[src/include/itmss_pkg.sv]
// constants and types shared by the interrupt trigger, mask, status and steering block
package itmss_pkg;

   // ==========================================================
   // widths and counts
   localparam int ADDR_W = 16;
   localparam int DATA_W = 8;
   localparam int NUM_LEVELS = 8;
   localparam int NUM_CTL = 2;
   localparam int NUM_LINES = 4;

   // ==========================================================
   // i/o port addresses
   localparam logic [15:0] ADDR_M_CMD = 16'h0020;
   localparam logic [15:0] ADDR_M_DATA = 16'h0021;
   localparam logic [15:0] ADDR_M_DATA_ALT = 16'h0061;
   localparam logic [15:0] ADDR_S_CMD = 16'h00A0;
   localparam logic [15:0] ADDR_S_DATA = 16'h00A1;
   localparam logic [15:0] ADDR_TSEL_M = 16'h0480;
   localparam logic [15:0] ADDR_TSEL_S = 16'h0481;
   localparam logic [15:0] ADDR_ROUTE_BASE = 16'h0490;

   // ==========================================================
   // command, route and poll byte field positions
   localparam int CMD_INIT_BIT = 4;
   localparam int INIT_W4_REQ_BIT = 0;
   localparam int OCW_SEL_BIT = 3;
   localparam int OCW2_EOI_BIT = 5;
   localparam int OCW2_SL_BIT = 6;
   localparam int STAT_SEL_BIT = 0;
   localparam int STAT_LOAD_BIT = 1;
   localparam int POLL_ARM_BIT = 2;
   localparam int SMASK_VAL_BIT = 5;
   localparam int SMASK_WE_BIT = 6;
   localparam int ROUTE_DIS_BIT = 7;
   localparam int POLL_VALID_BIT = 7;

   // ==========================================================
   // reset values, fixed bits and level codes
   localparam logic [7:0] MASK_RST = 8'h00;
   localparam logic [7:0] TSEL_RST = 8'h00;
   localparam logic [7:0] ROUTE_RST = 8'h80;
   localparam logic [7:0] TSEL_M_WMASK = 8'hF8;
   localparam logic [7:0] TSEL_S_WMASK = 8'hDE;
   localparam logic [15:0] ROUTE_ALLOWED = 16'hDEF8;
   localparam logic [2:0] SPUR_LVL = 3'h7;
   localparam logic [2:0] CASC_LVL = 3'h2;

   // ==========================================================
   // state types
   typedef enum logic [1:0] {INIT_DONE, INIT_W2, INIT_W3, INIT_W4} itmss_init_t;
   typedef enum logic {ACK_IDLE, ACK_SECOND} itmss_ack_t;

endpackage

[src/core/itmss_sync.sv]
// two flip-flop synchroniser for pin inputs
`timescale 1ns/1ps
`default_nettype none
module itmss_sync #(
   parameter int WIDTH = 4,
   parameter logic [WIDTH-1:0] RST_VAL = '0
) (
   // clock and reset
   input wire logic clk_i,
   input wire logic rst_i,
   // data
   input wire logic [WIDTH-1:0] d_i,
   output logic [WIDTH-1:0] q_o
);
   logic [WIDTH-1:0] meta_reg;
   logic [WIDTH-1:0] q_reg;

   // first stage feeds only the second stage
   always_ff @(posedge clk_i) begin
      if (rst_i) begin
         meta_reg <= RST_VAL;
         q_reg <= RST_VAL;
      end else begin
         meta_reg <= d_i;
         q_reg <= meta_reg;
      end
   end

   assign q_o = q_reg;
endmodule
`default_nettype wire

[src/core/itmss_prio.sv]
// priority resolver for one eight-level controller
`timescale 1ns/1ps
`default_nettype none
module itmss_prio (
   // request state
   input wire logic [7:0] req_i,
   input wire logic [7:0] insvc_i,
   input wire logic [7:0] mask_i,
   input wire logic smask_i,
   // result
   output logic valid_o,
   output logic [2:0] level_o
);
   logic blocked;

   // level 0 first; unless special mask is set, an in-service level shuts itself and everything below
   always_comb begin
      valid_o = 1'b0;
      level_o = 3'h0;
      blocked = 1'b0;
      for (int i = 0; i < 8; i++) begin
         if (!valid_o && !blocked) begin
            if (!smask_i && insvc_i[i]) begin
               blocked = 1'b1;
            end else if (req_i[i] && !mask_i[i]) begin
               valid_o = 1'b1;
               level_o = 3'(i);
            end
         end
      end
   end
endmodule
`default_nettype wire

[src/core/itmss_top.sv]
// cascaded interrupt controller pair: triggering, masking, status reads and line steering
`timescale 1ns/1ps
`default_nettype none
module itmss_top (
   // clock and reset
   input wire logic clk_i,
   input wire logic rst_i,
   // i/o register port
   input wire logic [itmss_pkg::ADDR_W-1:0] io_addr_i,
   input wire logic io_wr_i,
   input wire logic io_rd_i,
   input wire logic [itmss_pkg::DATA_W-1:0] io_wdata_i,
   output logic [itmss_pkg::DATA_W-1:0] io_rdata_o,
   // request pins
   input wire logic [15:0] irq_i,
   input wire logic [itmss_pkg::NUM_LINES-1:0] shared_pci_lines_low_i,
   // processor acknowledge side
   input wire logic acknowledge_pulse_low_i,
   output logic cpu_interrupt_out_o,
   output logic [3:0] ack_vector_o,
   output logic ack_spurious_o,
   output logic ack_valid_o
);
   import itmss_pkg::*;

   // ==========================================================
   // declarations
   logic [15:0] irq_sync;
   logic [NUM_LINES-1:0] lines_sync;
   logic [15:0] steer;
   logic [15:0] route_in;
   logic [7:0] route_reg [NUM_LINES];
   logic [7:0] tsel_reg [NUM_CTL];
   logic [7:0] ctl_in [NUM_CTL];
   logic [7:0] prev_reg [NUM_CTL];
   logic [7:0] pend_reg [NUM_CTL];
   logic [7:0] insvc_reg [NUM_CTL];
   logic [7:0] mask_reg [NUM_CTL];
   logic smask_reg [NUM_CTL];
   logic rsel_insvc_reg [NUM_CTL];
   logic poll_reg [NUM_CTL];
   itmss_init_t init_reg [NUM_CTL];
   logic ic4_reg [NUM_CTL];
   logic prio_valid [NUM_CTL];
   logic [2:0] prio_lvl [NUM_CTL];
   logic [7:0] insvc_set [NUM_CTL];
   logic [7:0] pend_clr [NUM_CTL];
   logic poll_rd [NUM_CTL];
   logic [7:0] status_rd [NUM_CTL];
   logic ack_prev_reg;
   itmss_ack_t ack_state_reg;
   logic ack_fall;
   logic ack_first;
   logic [3:0] vec_next;
   logic spur_next;
   logic [7:0] rdata_next;

   // ==========================================================
   // pin synchronisers
   // request pins and shared lines come from outside the clock domain
   itmss_sync #(.WIDTH(16), .RST_VAL(16'h0000)) u_irq_sync (
      .clk_i(clk_i),
      .rst_i(rst_i),
      .d_i(irq_i),
      .q_o(irq_sync)
   );

   // idle level of an active-low line is high
   itmss_sync #(.WIDTH(NUM_LINES), .RST_VAL(4'hF)) u_line_sync (
      .clk_i(clk_i),
      .rst_i(rst_i),
      .d_i(shared_pci_lines_low_i),
      .q_o(lines_sync)
   );

   // ==========================================================
   // shared line steering
   // route registers, one per shared line
   always_ff @(posedge clk_i) begin
      if (rst_i) begin
         for (int k = 0; k < NUM_LINES; k++) begin
            route_reg[k] <= ROUTE_RST;
         end
      end else if (io_wr_i && io_addr_i[15:2] == ADDR_ROUTE_BASE[15:2]) begin
         route_reg[io_addr_i[1:0]] <= io_wdata_i;
      end
   end

   // an active-low line drives its chosen input high; several lines may share one
   always_comb begin
      steer = 16'h0000;
      for (int k = 0; k < NUM_LINES; k++) begin
         if (!route_reg[k][ROUTE_DIS_BIT]
             && ROUTE_ALLOWED[route_reg[k][3:0]]
             && !lines_sync[k]) begin
            steer[route_reg[k][3:0]] = 1'b1;
         end
      end
   end

   assign route_in = irq_sync | steer;

   // slave output drives master input 2, so master mask bit 2 gates the whole slave
   assign ctl_in[0] = {route_in[7:3], prio_valid[1], route_in[1:0]};
   assign ctl_in[1] = route_in[15:8];

   // ==========================================================
   // per controller state
   genvar c;
   for (c = 0; c < NUM_CTL; c++) begin : g_ctl
      logic [15:0] cmd_addr;
      logic [15:0] data_addr;
      logic [15:0] tsel_addr;
      logic [7:0] tsel_wmask;
      logic wr_cmd;
      logic wr_data;
      logic init_wr;
      logic ocw2;
      logic op3_wr;
      logic [7:0] eoi_cand;
      logic [7:0] eoi_clr;
      logic [7:0] rise;

      assign cmd_addr = (c == 0) ? ADDR_M_CMD : ADDR_S_CMD;
      assign data_addr = (c == 0) ? ADDR_M_DATA : ADDR_S_DATA;
      assign tsel_addr = (c == 0) ? ADDR_TSEL_M : ADDR_TSEL_S;
      assign tsel_wmask = (c == 0) ? TSEL_M_WMASK : TSEL_S_WMASK;
      assign wr_cmd = io_wr_i && io_addr_i == cmd_addr;
      assign wr_data = io_wr_i && io_addr_i == data_addr;
      assign init_wr = wr_cmd && io_wdata_i[CMD_INIT_BIT];
      assign ocw2 = wr_cmd && !io_wdata_i[CMD_INIT_BIT] && !io_wdata_i[OCW_SEL_BIT];
      assign op3_wr = wr_cmd && !io_wdata_i[CMD_INIT_BIT] && io_wdata_i[OCW_SEL_BIT];
      assign poll_rd[c] = io_rd_i && io_addr_i == cmd_addr && poll_reg[c];
      assign status_rd[c] = rsel_insvc_reg[c] ? insvc_reg[c] : pend_reg[c];
      assign rise = ctl_in[c] & ~prev_reg[c];

      // non-specific end picks the highest-priority in-service bit; masked ones stay
      // under special mask mode so a routine can hold its own level
      assign eoi_cand = insvc_reg[c] & ~(smask_reg[c] ? mask_reg[c] : 8'h00);
      always_comb begin
         eoi_clr = 8'h00;
         if (ocw2 && io_wdata_i[OCW2_EOI_BIT]) begin
            if (io_wdata_i[OCW2_SL_BIT]) begin
               eoi_clr[io_wdata_i[2:0]] = 1'b1;
            end else begin
               eoi_clr = eoi_cand & (~eoi_cand + 8'h01);
            end
         end
      end

      // trigger-select register; fixed-edge bits never take a one
      always_ff @(posedge clk_i) begin
         if (rst_i) begin
            tsel_reg[c] <= TSEL_RST;
         end else if (io_wr_i && io_addr_i == tsel_addr) begin
            tsel_reg[c] <= io_wdata_i & tsel_wmask;
         end
      end

      // request register: edge latch or live level, never gated by the mask
      // an edge request also drops if its line falls before acknowledge
      always_ff @(posedge clk_i) begin
         if (rst_i) begin
            prev_reg[c] <= 8'h00;
            pend_reg[c] <= 8'h00;
         end else begin
            prev_reg[c] <= ctl_in[c];
            for (int i = 0; i < 8; i++) begin
               if (tsel_reg[c][i]) begin
                  pend_reg[c][i] <= ctl_in[c][i];
               end else begin
                  pend_reg[c][i] <= rise[i]
                     | (pend_reg[c][i] & ~pend_clr[c][i] & ctl_in[c][i]);
               end
            end
         end
      end

      // in-service register; a new acknowledge wins over an end command
      always_ff @(posedge clk_i) begin
         if (rst_i || init_wr) begin
            insvc_reg[c] <= 8'h00;
         end else begin
            insvc_reg[c] <= (insvc_reg[c] & ~eoi_clr) | insvc_set[c];
         end
      end

      // mask register and init sequencing; legacy level bit is not looked at
      always_ff @(posedge clk_i) begin
         if (rst_i) begin
            mask_reg[c] <= MASK_RST;
            init_reg[c] <= INIT_DONE;
            ic4_reg[c] <= 1'b0;
         end else if (init_wr) begin
            mask_reg[c] <= MASK_RST;
            init_reg[c] <= INIT_W2;
            ic4_reg[c] <= io_wdata_i[INIT_W4_REQ_BIT];
         end else if (wr_data) begin
            unique case (init_reg[c])
               INIT_DONE: mask_reg[c] <= io_wdata_i;
               INIT_W2: init_reg[c] <= INIT_W3;
               INIT_W3: init_reg[c] <= ic4_reg[c] ? INIT_W4 : INIT_DONE;
               INIT_W4: init_reg[c] <= INIT_DONE;
            endcase
         end
      end

      // mode, status select and poll arming from the third operation word
      always_ff @(posedge clk_i) begin
         if (rst_i || init_wr) begin
            smask_reg[c] <= 1'b0;
            rsel_insvc_reg[c] <= 1'b0;
            poll_reg[c] <= 1'b0;
         end else if (op3_wr) begin
            if (io_wdata_i[SMASK_WE_BIT]) begin
               smask_reg[c] <= io_wdata_i[SMASK_VAL_BIT];
            end
            if (io_wdata_i[STAT_LOAD_BIT]) begin
               rsel_insvc_reg[c] <= io_wdata_i[STAT_SEL_BIT];
            end
            poll_reg[c] <= io_wdata_i[POLL_ARM_BIT];
         end else if (poll_rd[c]) begin
            poll_reg[c] <= 1'b0;
         end
      end

      itmss_prio u_prio (
         .req_i(pend_reg[c]),
         .insvc_i(insvc_reg[c]),
         .mask_i(mask_reg[c]),
         .smask_i(smask_reg[c]),
         .valid_o(prio_valid[c]),
         .level_o(prio_lvl[c])
      );
   end

   // ==========================================================
   // acknowledge sequence
   assign ack_fall = ack_prev_reg && !acknowledge_pulse_low_i;
   assign ack_first = ack_fall && ack_state_reg == ACK_IDLE;

   // two falling edges make one acknowledge; the level is resolved at the first
   always_ff @(posedge clk_i) begin
      if (rst_i) begin
         ack_prev_reg <= 1'b1;
         ack_state_reg <= ACK_IDLE;
      end else begin
         ack_prev_reg <= acknowledge_pulse_low_i;
         if (ack_fall) begin
            unique case (ack_state_reg)
               ACK_IDLE: ack_state_reg <= ACK_SECOND;
               ACK_SECOND: ack_state_reg <= ACK_IDLE;
            endcase
         end
      end
   end

   // in-service marking and request clearing for acknowledge and poll reads
   always_comb begin
      for (int k = 0; k < NUM_CTL; k++) begin
         insvc_set[k] = 8'h00;
         pend_clr[k] = 8'h00;
      end
      vec_next = 4'h0;
      spur_next = 1'b0;
      if (ack_first) begin
         if (!prio_valid[0]) begin
            vec_next = {1'b0, SPUR_LVL};
            spur_next = 1'b1;
         end else if (prio_lvl[0] == CASC_LVL) begin
            insvc_set[0][CASC_LVL] = 1'b1;
            pend_clr[0][CASC_LVL] = 1'b1;
            if (prio_valid[1]) begin
               insvc_set[1][prio_lvl[1]] = 1'b1;
               pend_clr[1][prio_lvl[1]] = 1'b1;
               vec_next = {1'b1, prio_lvl[1]};
            end else begin
               vec_next = {1'b1, SPUR_LVL};
               spur_next = 1'b1;
            end
         end else begin
            insvc_set[0][prio_lvl[0]] = 1'b1;
            pend_clr[0][prio_lvl[0]] = 1'b1;
            vec_next = {1'b0, prio_lvl[0]};
         end
      end
      // a poll read acts as an acknowledge inside its own controller
      for (int k = 0; k < NUM_CTL; k++) begin
         if (poll_rd[k] && prio_valid[k]) begin
            insvc_set[k][prio_lvl[k]] = 1'b1;
            pend_clr[k][prio_lvl[k]] = 1'b1;
         end
      end
   end

   // vector outputs hold until the next acknowledge; valid is a one-cycle pulse
   always_ff @(posedge clk_i) begin
      if (rst_i) begin
         ack_vector_o <= 4'h0;
         ack_spurious_o <= 1'b0;
         ack_valid_o <= 1'b0;
      end else begin
         ack_valid_o <= ack_first;
         if (ack_first) begin
            ack_vector_o <= vec_next;
            ack_spurious_o <= spur_next;
         end
      end
   end

   // processor request line follows the master resolver, one cycle late
   always_ff @(posedge clk_i) begin
      if (rst_i) begin
         cpu_interrupt_out_o <= 1'b0;
      end else begin
         cpu_interrupt_out_o <= prio_valid[0];
      end
   end

   // ==========================================================
   // read data
   // unmapped addresses read as zero; poll overrides the status select
   always_comb begin
      rdata_next = 8'h00;
      unique case (io_addr_i)
         ADDR_M_CMD: rdata_next = poll_reg[0]
            ? {prio_valid[0], 4'h0, prio_lvl[0]} : status_rd[0];
         ADDR_S_CMD: rdata_next = poll_reg[1]
            ? {prio_valid[1], 4'h0, prio_lvl[1]} : status_rd[1];
         ADDR_M_DATA, ADDR_M_DATA_ALT: rdata_next = mask_reg[0];
         ADDR_S_DATA: rdata_next = mask_reg[1];
         ADDR_TSEL_M: rdata_next = tsel_reg[0];
         ADDR_TSEL_S: rdata_next = tsel_reg[1];
         default: begin
            if (io_addr_i[15:2] == ADDR_ROUTE_BASE[15:2]) begin
               rdata_next = route_reg[io_addr_i[1:0]];
            end
         end
      endcase
   end

   // read data is captured on the read strobe and held until the next read
   always_ff @(posedge clk_i) begin
      if (rst_i) begin
         io_rdata_o <= 8'h00;
      end else if (io_rd_i) begin
         io_rdata_o <= rdata_next;
      end
   end

endmodule
`default_nettype wire

[config.mk]
export PLATFORM = sky130hd
export DESIGN_NAME = itmss_top
export DESIGN_NICKNAME = d
export VERILOG_FILES = /design/src/include/itmss_pkg.sv /design/src/core/itmss_sync.sv /design/src/core/itmss_prio.sv /design/src/core/itmss_top.sv
export SDC_FILE = /design/constraint.sdc
export NUM_CORES = 1
export LEC_CHECK = 0
export BUFFER_PORTS_ARGS = -buffer_cell sky130_fd_sc_hd__buf_2
export CORE_MARGIN = 2
export CORE_UTILIZATION = 42
export CTS_CLUSTER_DIAMETER = 100
export CTS_CLUSTER_SIZE = 40
export DETAILED_ROUTE_END_ITERATION = 6
export GPL_TIMING_DRIVEN = 1
export PLACE_DENSITY = 0.69
export SYNTH_ARGS = -nofsm -noshare
export SYNTH_HDL_FRONTEND = slang
export SYNTH_SLANG_ARGS = --single-unit
export TNS_END_PERCENT = 30
[constraint.sdc]
create_clock -name clk_i -period 7.1 [get_ports clk_i]
set_input_delay 0.71 -clock clk_i [delete_from_list [all_inputs] [get_ports clk_i]]
set_output_delay 0.71 -clock clk_i [all_outputs]
set_load 0.01 [all_outputs]
==> flow_results.org <==
** Outcome
- Result of the run :: complete, no violations

** Worst setup path
- Counting stages on the worst path, the most repeated cell is a21oi_1.
- Largest fanout on the critical path :: 14
- Worst r2r dst :: pend_reg[0][5]
- For the worst setup path, the data required time is 7.47 ns.
- The worst setup path is captured at a flip-flop.
- Slack of the worst reg-to-reg path :: 4.08 ns
- The largest single stage delay on the critical path is 0.76 ns.
- Cell-by-cell trace of the critical path :: buf_2 -> nand2b_1 -> or3_4 -> nor3_2 -> or4_1 -> a21oi_1 -> a211o_1 -> a21oi_1
- The worst setup path is launched from a primary input.
- For this design, the slowest cell found on the critical path is nor3_2.
- Critical Path AT :: 3.63 ns
- Worst-case reg-to-reg path depth :: 7
- By startpoint and endpoint, the worst setup path is classified as primary input to flip-flop.
- Source of the worst register-to-register timing path :: smask_reg[0]

** Synth
- Instance count of the mapped netlist :: 959
- In this run, synthesis inferred 82 flip-flops with an integrated enable.
- Summing every instance area after synthesis gives 9100 um2.
- For this run, the leading register cell type out of synthesis is dfxtp_1.
- Seq/Total Area, Yosys :: 47.3%
- After synthesis the netlist holds a flip-flop and latch count of 174.
- During synthesis, Yosys emitted a total of 0 warnings.
- Async set or reset register ratio after synthesis :: 0%
- Yosys mapped the design onto 89 distinct sky130hd cell types.
- Average instance area after synthesis :: 9.49 um2

** CTS
- The clock passes through at most 2 buffers.
- Clock tree from TritonCTS :: built
- Number of setup buffers added after CTS :: 0
- Number of H-tree levels :: 4
- Post-CTS repair changed the size of 0 cells.
- After clock tree synthesis, the clock-pin slew on the worst setup and hold paths is 0.08 ns.
- The clock reaches the later pin of the worst-skew pair after 0.44 ns.
- Number of buffers inserted during clock tree synthesis :: 17
- Clock Sink Count :: 174
- The number of hold buffers added after CTS was 0.
- The root buffer cell chosen for the clock tree is clkbuf_16.

** Timing
- The worst path in the final design needs a cycle of 3.26 ns, including I/O delays and setup.
- Highest attainable clock frequency :: 307 MHz
- Measured against its own limit, the worst slew margin works out to 23.6%.
- The max-slew violation total from the final report is 0.
- Setup violations remaining at the end of the flow were counted as 0.
- For the pin with the worst max-slew slack, the measured transition is 1.14 ns.
- Setup repair after global routing left no endpoint under its margin.
- Of the available clock period, the critical path in the final layout requires 45.9%.
- The number of hold-slack violations in the final timing report is 0.
- Total Neg Setup Slack :: 0 ns
- Setup Skew :: 0.0135 ns

** Route
- Detailed-route vias per instance :: 5.96
- Number of detailed-route iterations in the first pass :: 6
- Wires add up to 27.1 mm.
- Number of DRC violations after detailed routing :: 0
- After detailed routing, the average wire length per cell comes to 20.8 um.
- Summing over every cut layer, the via total after detailed routing is 7763.
- Initial DRC count :: 759
- Number of antenna-violating nets in the routed design :: 0

** Pwr
- Cell-internal power :: 1.67 mW
- IR analysis of the VDD net gives a maximum drop of 0.190 mV.
- Share of power burned in registers :: 49.4%
- The clock network is responsible for 40.2% of the overall power.
- In this run the power density over the cells is 224 nW/um2.
- Total power after layout :: 2.30 mW
- Leakage :: 3.71 nW
- Sw Ratio :: 27.4%
- The analysis attributes to net switching a power of 631 uW.
- Per report_power, the combinational group accounts for 10.3% of the total.

** GRT
- Number of global-route vias before repair :: 7284
- Global-route wire length before repair :: 41.3 mm
- Antenna violations before repair :: 0
- Global routing finished with a remaining overflow of 0.
- Combined global-route utilization of all metal layers :: 24.2%
- Pin count of the biggest net entering global routing :: 68

** Die
- In this run the count of I/O pins placed on the die edge is 64.
- Overall die area :: 22900 um2
- FP Rows :: 53
- Die height :: 151 um
- DIE WIDTH :: 151 um
- After floorplanning, the core was sized to cover 21200 um2.
- For this configuration, the core starts out at a cell density of 43.0%.

** Final layout
- From synthesis to final layout, the design area changed by 12.8%.
- For this run, the post-layout net count is 1063.
- Layout cell share with drive strength beyond 1 :: 15.3%
- The repair_antennas step left the layout with diodes totalling 0.
- Final std cell area, no fill :: 10300 um2
- The register with the most flip-flops in the layout has 32 of them.

** Hold path
- Hold-critical path depth :: 1
- The path with the worst hold slack has its endpoint at pend_reg[0][2].
- Hold Path Class :: flip-flop to flip-flop
- Worst Min Path Start :: prev_reg[0][2]

** Placed design
- Placement-stage cell area :: 9680 um2
- IO Port Bufs :: 62
- Detailed-placement wirelength estimate :: 20.7 mm
- Routability-driven placement congestion ratio :: 0.940

** Run
- Number of max-capacitance violations reported :: 0
[cells in the final DEF (no fill, tap or decap), types with 10 or more instances in the layout]
cell / Yosys / layout
nor2_1: 94 / 94
dfxtp_1: 92 / 92
edfxtp_1: 82 / 82
nand2_1: 78 / 78
nor2b_1: 62 / 62
a21oi_1: 62 / 62
buf_2: 7 / 62
inv_1: 37 / 37
o21ai_0: 33 / 33
nand2b_1: 28 / 28
and2_1: 25 / 25
nand3_1: 25 / 25
nor3_1: 23 / 23
clkbuf_16: 0 / 18
a31oi_1: 14 / 14
a211oi_1: 14 / 14
and3_1: 14 / 14
o31ai_1: 11 / 11
conb_1: 1 / 11
o21ai_1: 10 / 10
a22oi_1: 10 / 10
or2_2: 10 / 10
[per-layer routing]
layer  GRT usage [%]  routed length, um
met1            31.8              11200
met2            39.6              12700
met3            4.91               2450
met4            8.74                755
met5               0                  0
[stage by stage]
step                      hold WS, ns  instances  util, %  worst slack, ns
after global routing            0.420       1302     48.5             3.72
after CTS                       0.411       1302     48.5             3.92
after detailed placement        0.395       1270     45.8             3.50
after floorplan                 0.384        969        -             4.31
after global placement          0.390       1270     45.8             3.50
final                           0.407       1302     48.5             3.84
[worst max-delay path by stage]
stage | from | endpoint | slack, ns | depth (start not counted)
2_1_floorplan | io_addr_i[1] | mask_reg[0][0] | 4.31 | 6
3_5_place_dp | io_addr_i[0] | io_rdata_o[1] | 3.50 | 8
4_1_cts | io_addr_i[0] | io_rdata_o[1] | 3.92 | 8
6_report | io_addr_i[0] | io_rdata_o[1] | 3.84 | 8
3_3_place_gp | io_addr_i[0] | io_rdata_o[1] | 3.50 | 8
5_1_grt | io_addr_i[0] | io_rdata_o[1] | 3.72 | 8
[synthesized netlist by cell type, types with 4 or more instances]
master | n | share of area, %
nor2_1 | 94 | 3.9
dfxtp_1 | 92 | 20
edfxtp_1 | 82 | 27
nand2_1 | 78 | 3.2
a21oi_1 | 62 | 3.4
nor2b_1 | 62 | 4.3
inv_1 | 37 | 1.5
o21ai_0 | 33 | 1.8
clkbuf_1 | 31 | 1.3
nand2b_1 | 28 | 1.9
and2_1 | 25 | 1.7
nand3_1 | 25 | 1.4
nor3_1 | 23 | 1.3
a211oi_1 | 14 | 1.2
a31oi_1 | 14 | 0.96
and3_1 | 14 | 0.96
o31ai_1 | 11 | 0.91
a22oi_1 | 10 | 0.83
o21ai_1 | 10 | 0.55
or2_2 | 10 | 0.69
mux2_2 | 9 | 1.1
nand4_1 | 9 | 0.62
o31a_1 | 9 | 0.87
mux4_2 | 8 | 2.0
a21boi_0 | 7 | 0.58
a221oi_1 | 7 | 0.67
a41oi_1 | 7 | 0.67
buf_1 | 7 | 0.29
buf_2 | 7 | 0.39
nor4_2 | 7 | 0.96
o21bai_1 | 7 | 0.58
a211o_1 | 5 | 0.48
mux2i_1 | 5 | 0.55
nand3b_1 | 5 | 0.41
nor4b_1 | 5 | 0.48
o22ai_1 | 5 | 0.34
a222oi_1 | 4 | 0.44
a311oi_1 | 4 | 0.39
nand4b_1 | 4 | 0.39
nor4_4 | 4 | 0.94
or3_1 | 4 | 0.28
[worst max-delay path: cells and delay by family]
kind            cells  cell delay (ns)
compound gates      3             0.57
buf+inv             1             0.33
simple gates        4             2.01
[logic make-up after synthesis]
kind of cell / count (synthesis) / synth area share (%)
compound gates: 257 / 19.7
buf+inv: 83 / 3.52
flops: 174 / 47.3
mux: 22 / 3.65
other cells: 1 / 0.0412
simple gates: 422 / 25.8
[layout make-up]
cell class              instances  area [um2]
fillers                      1969       10900
multi-input cells             712        4510
well taps                     275         344
clock inverters                14         131
clock buffers                  18         450
inverters                      38         143
flip-flops and latches        174        4300
repair buffers                 71         378
[power groups by stage]
stage / Sequential (mW) / Clock [mW] / Combinational (mW)
after detailed placement: 1.16 / 0 / 0.233
after global placement: 1.16 / 0 / 0.232
after global routing: 1.14 / 0.976 / 0.257
final: 1.14 / 0.926 / 0.238
after CTS: 1.14 / 0.937 / 0.234
after floorplan: 1.14 / 0 / 0.161
(Power assumes the default switching activity.)
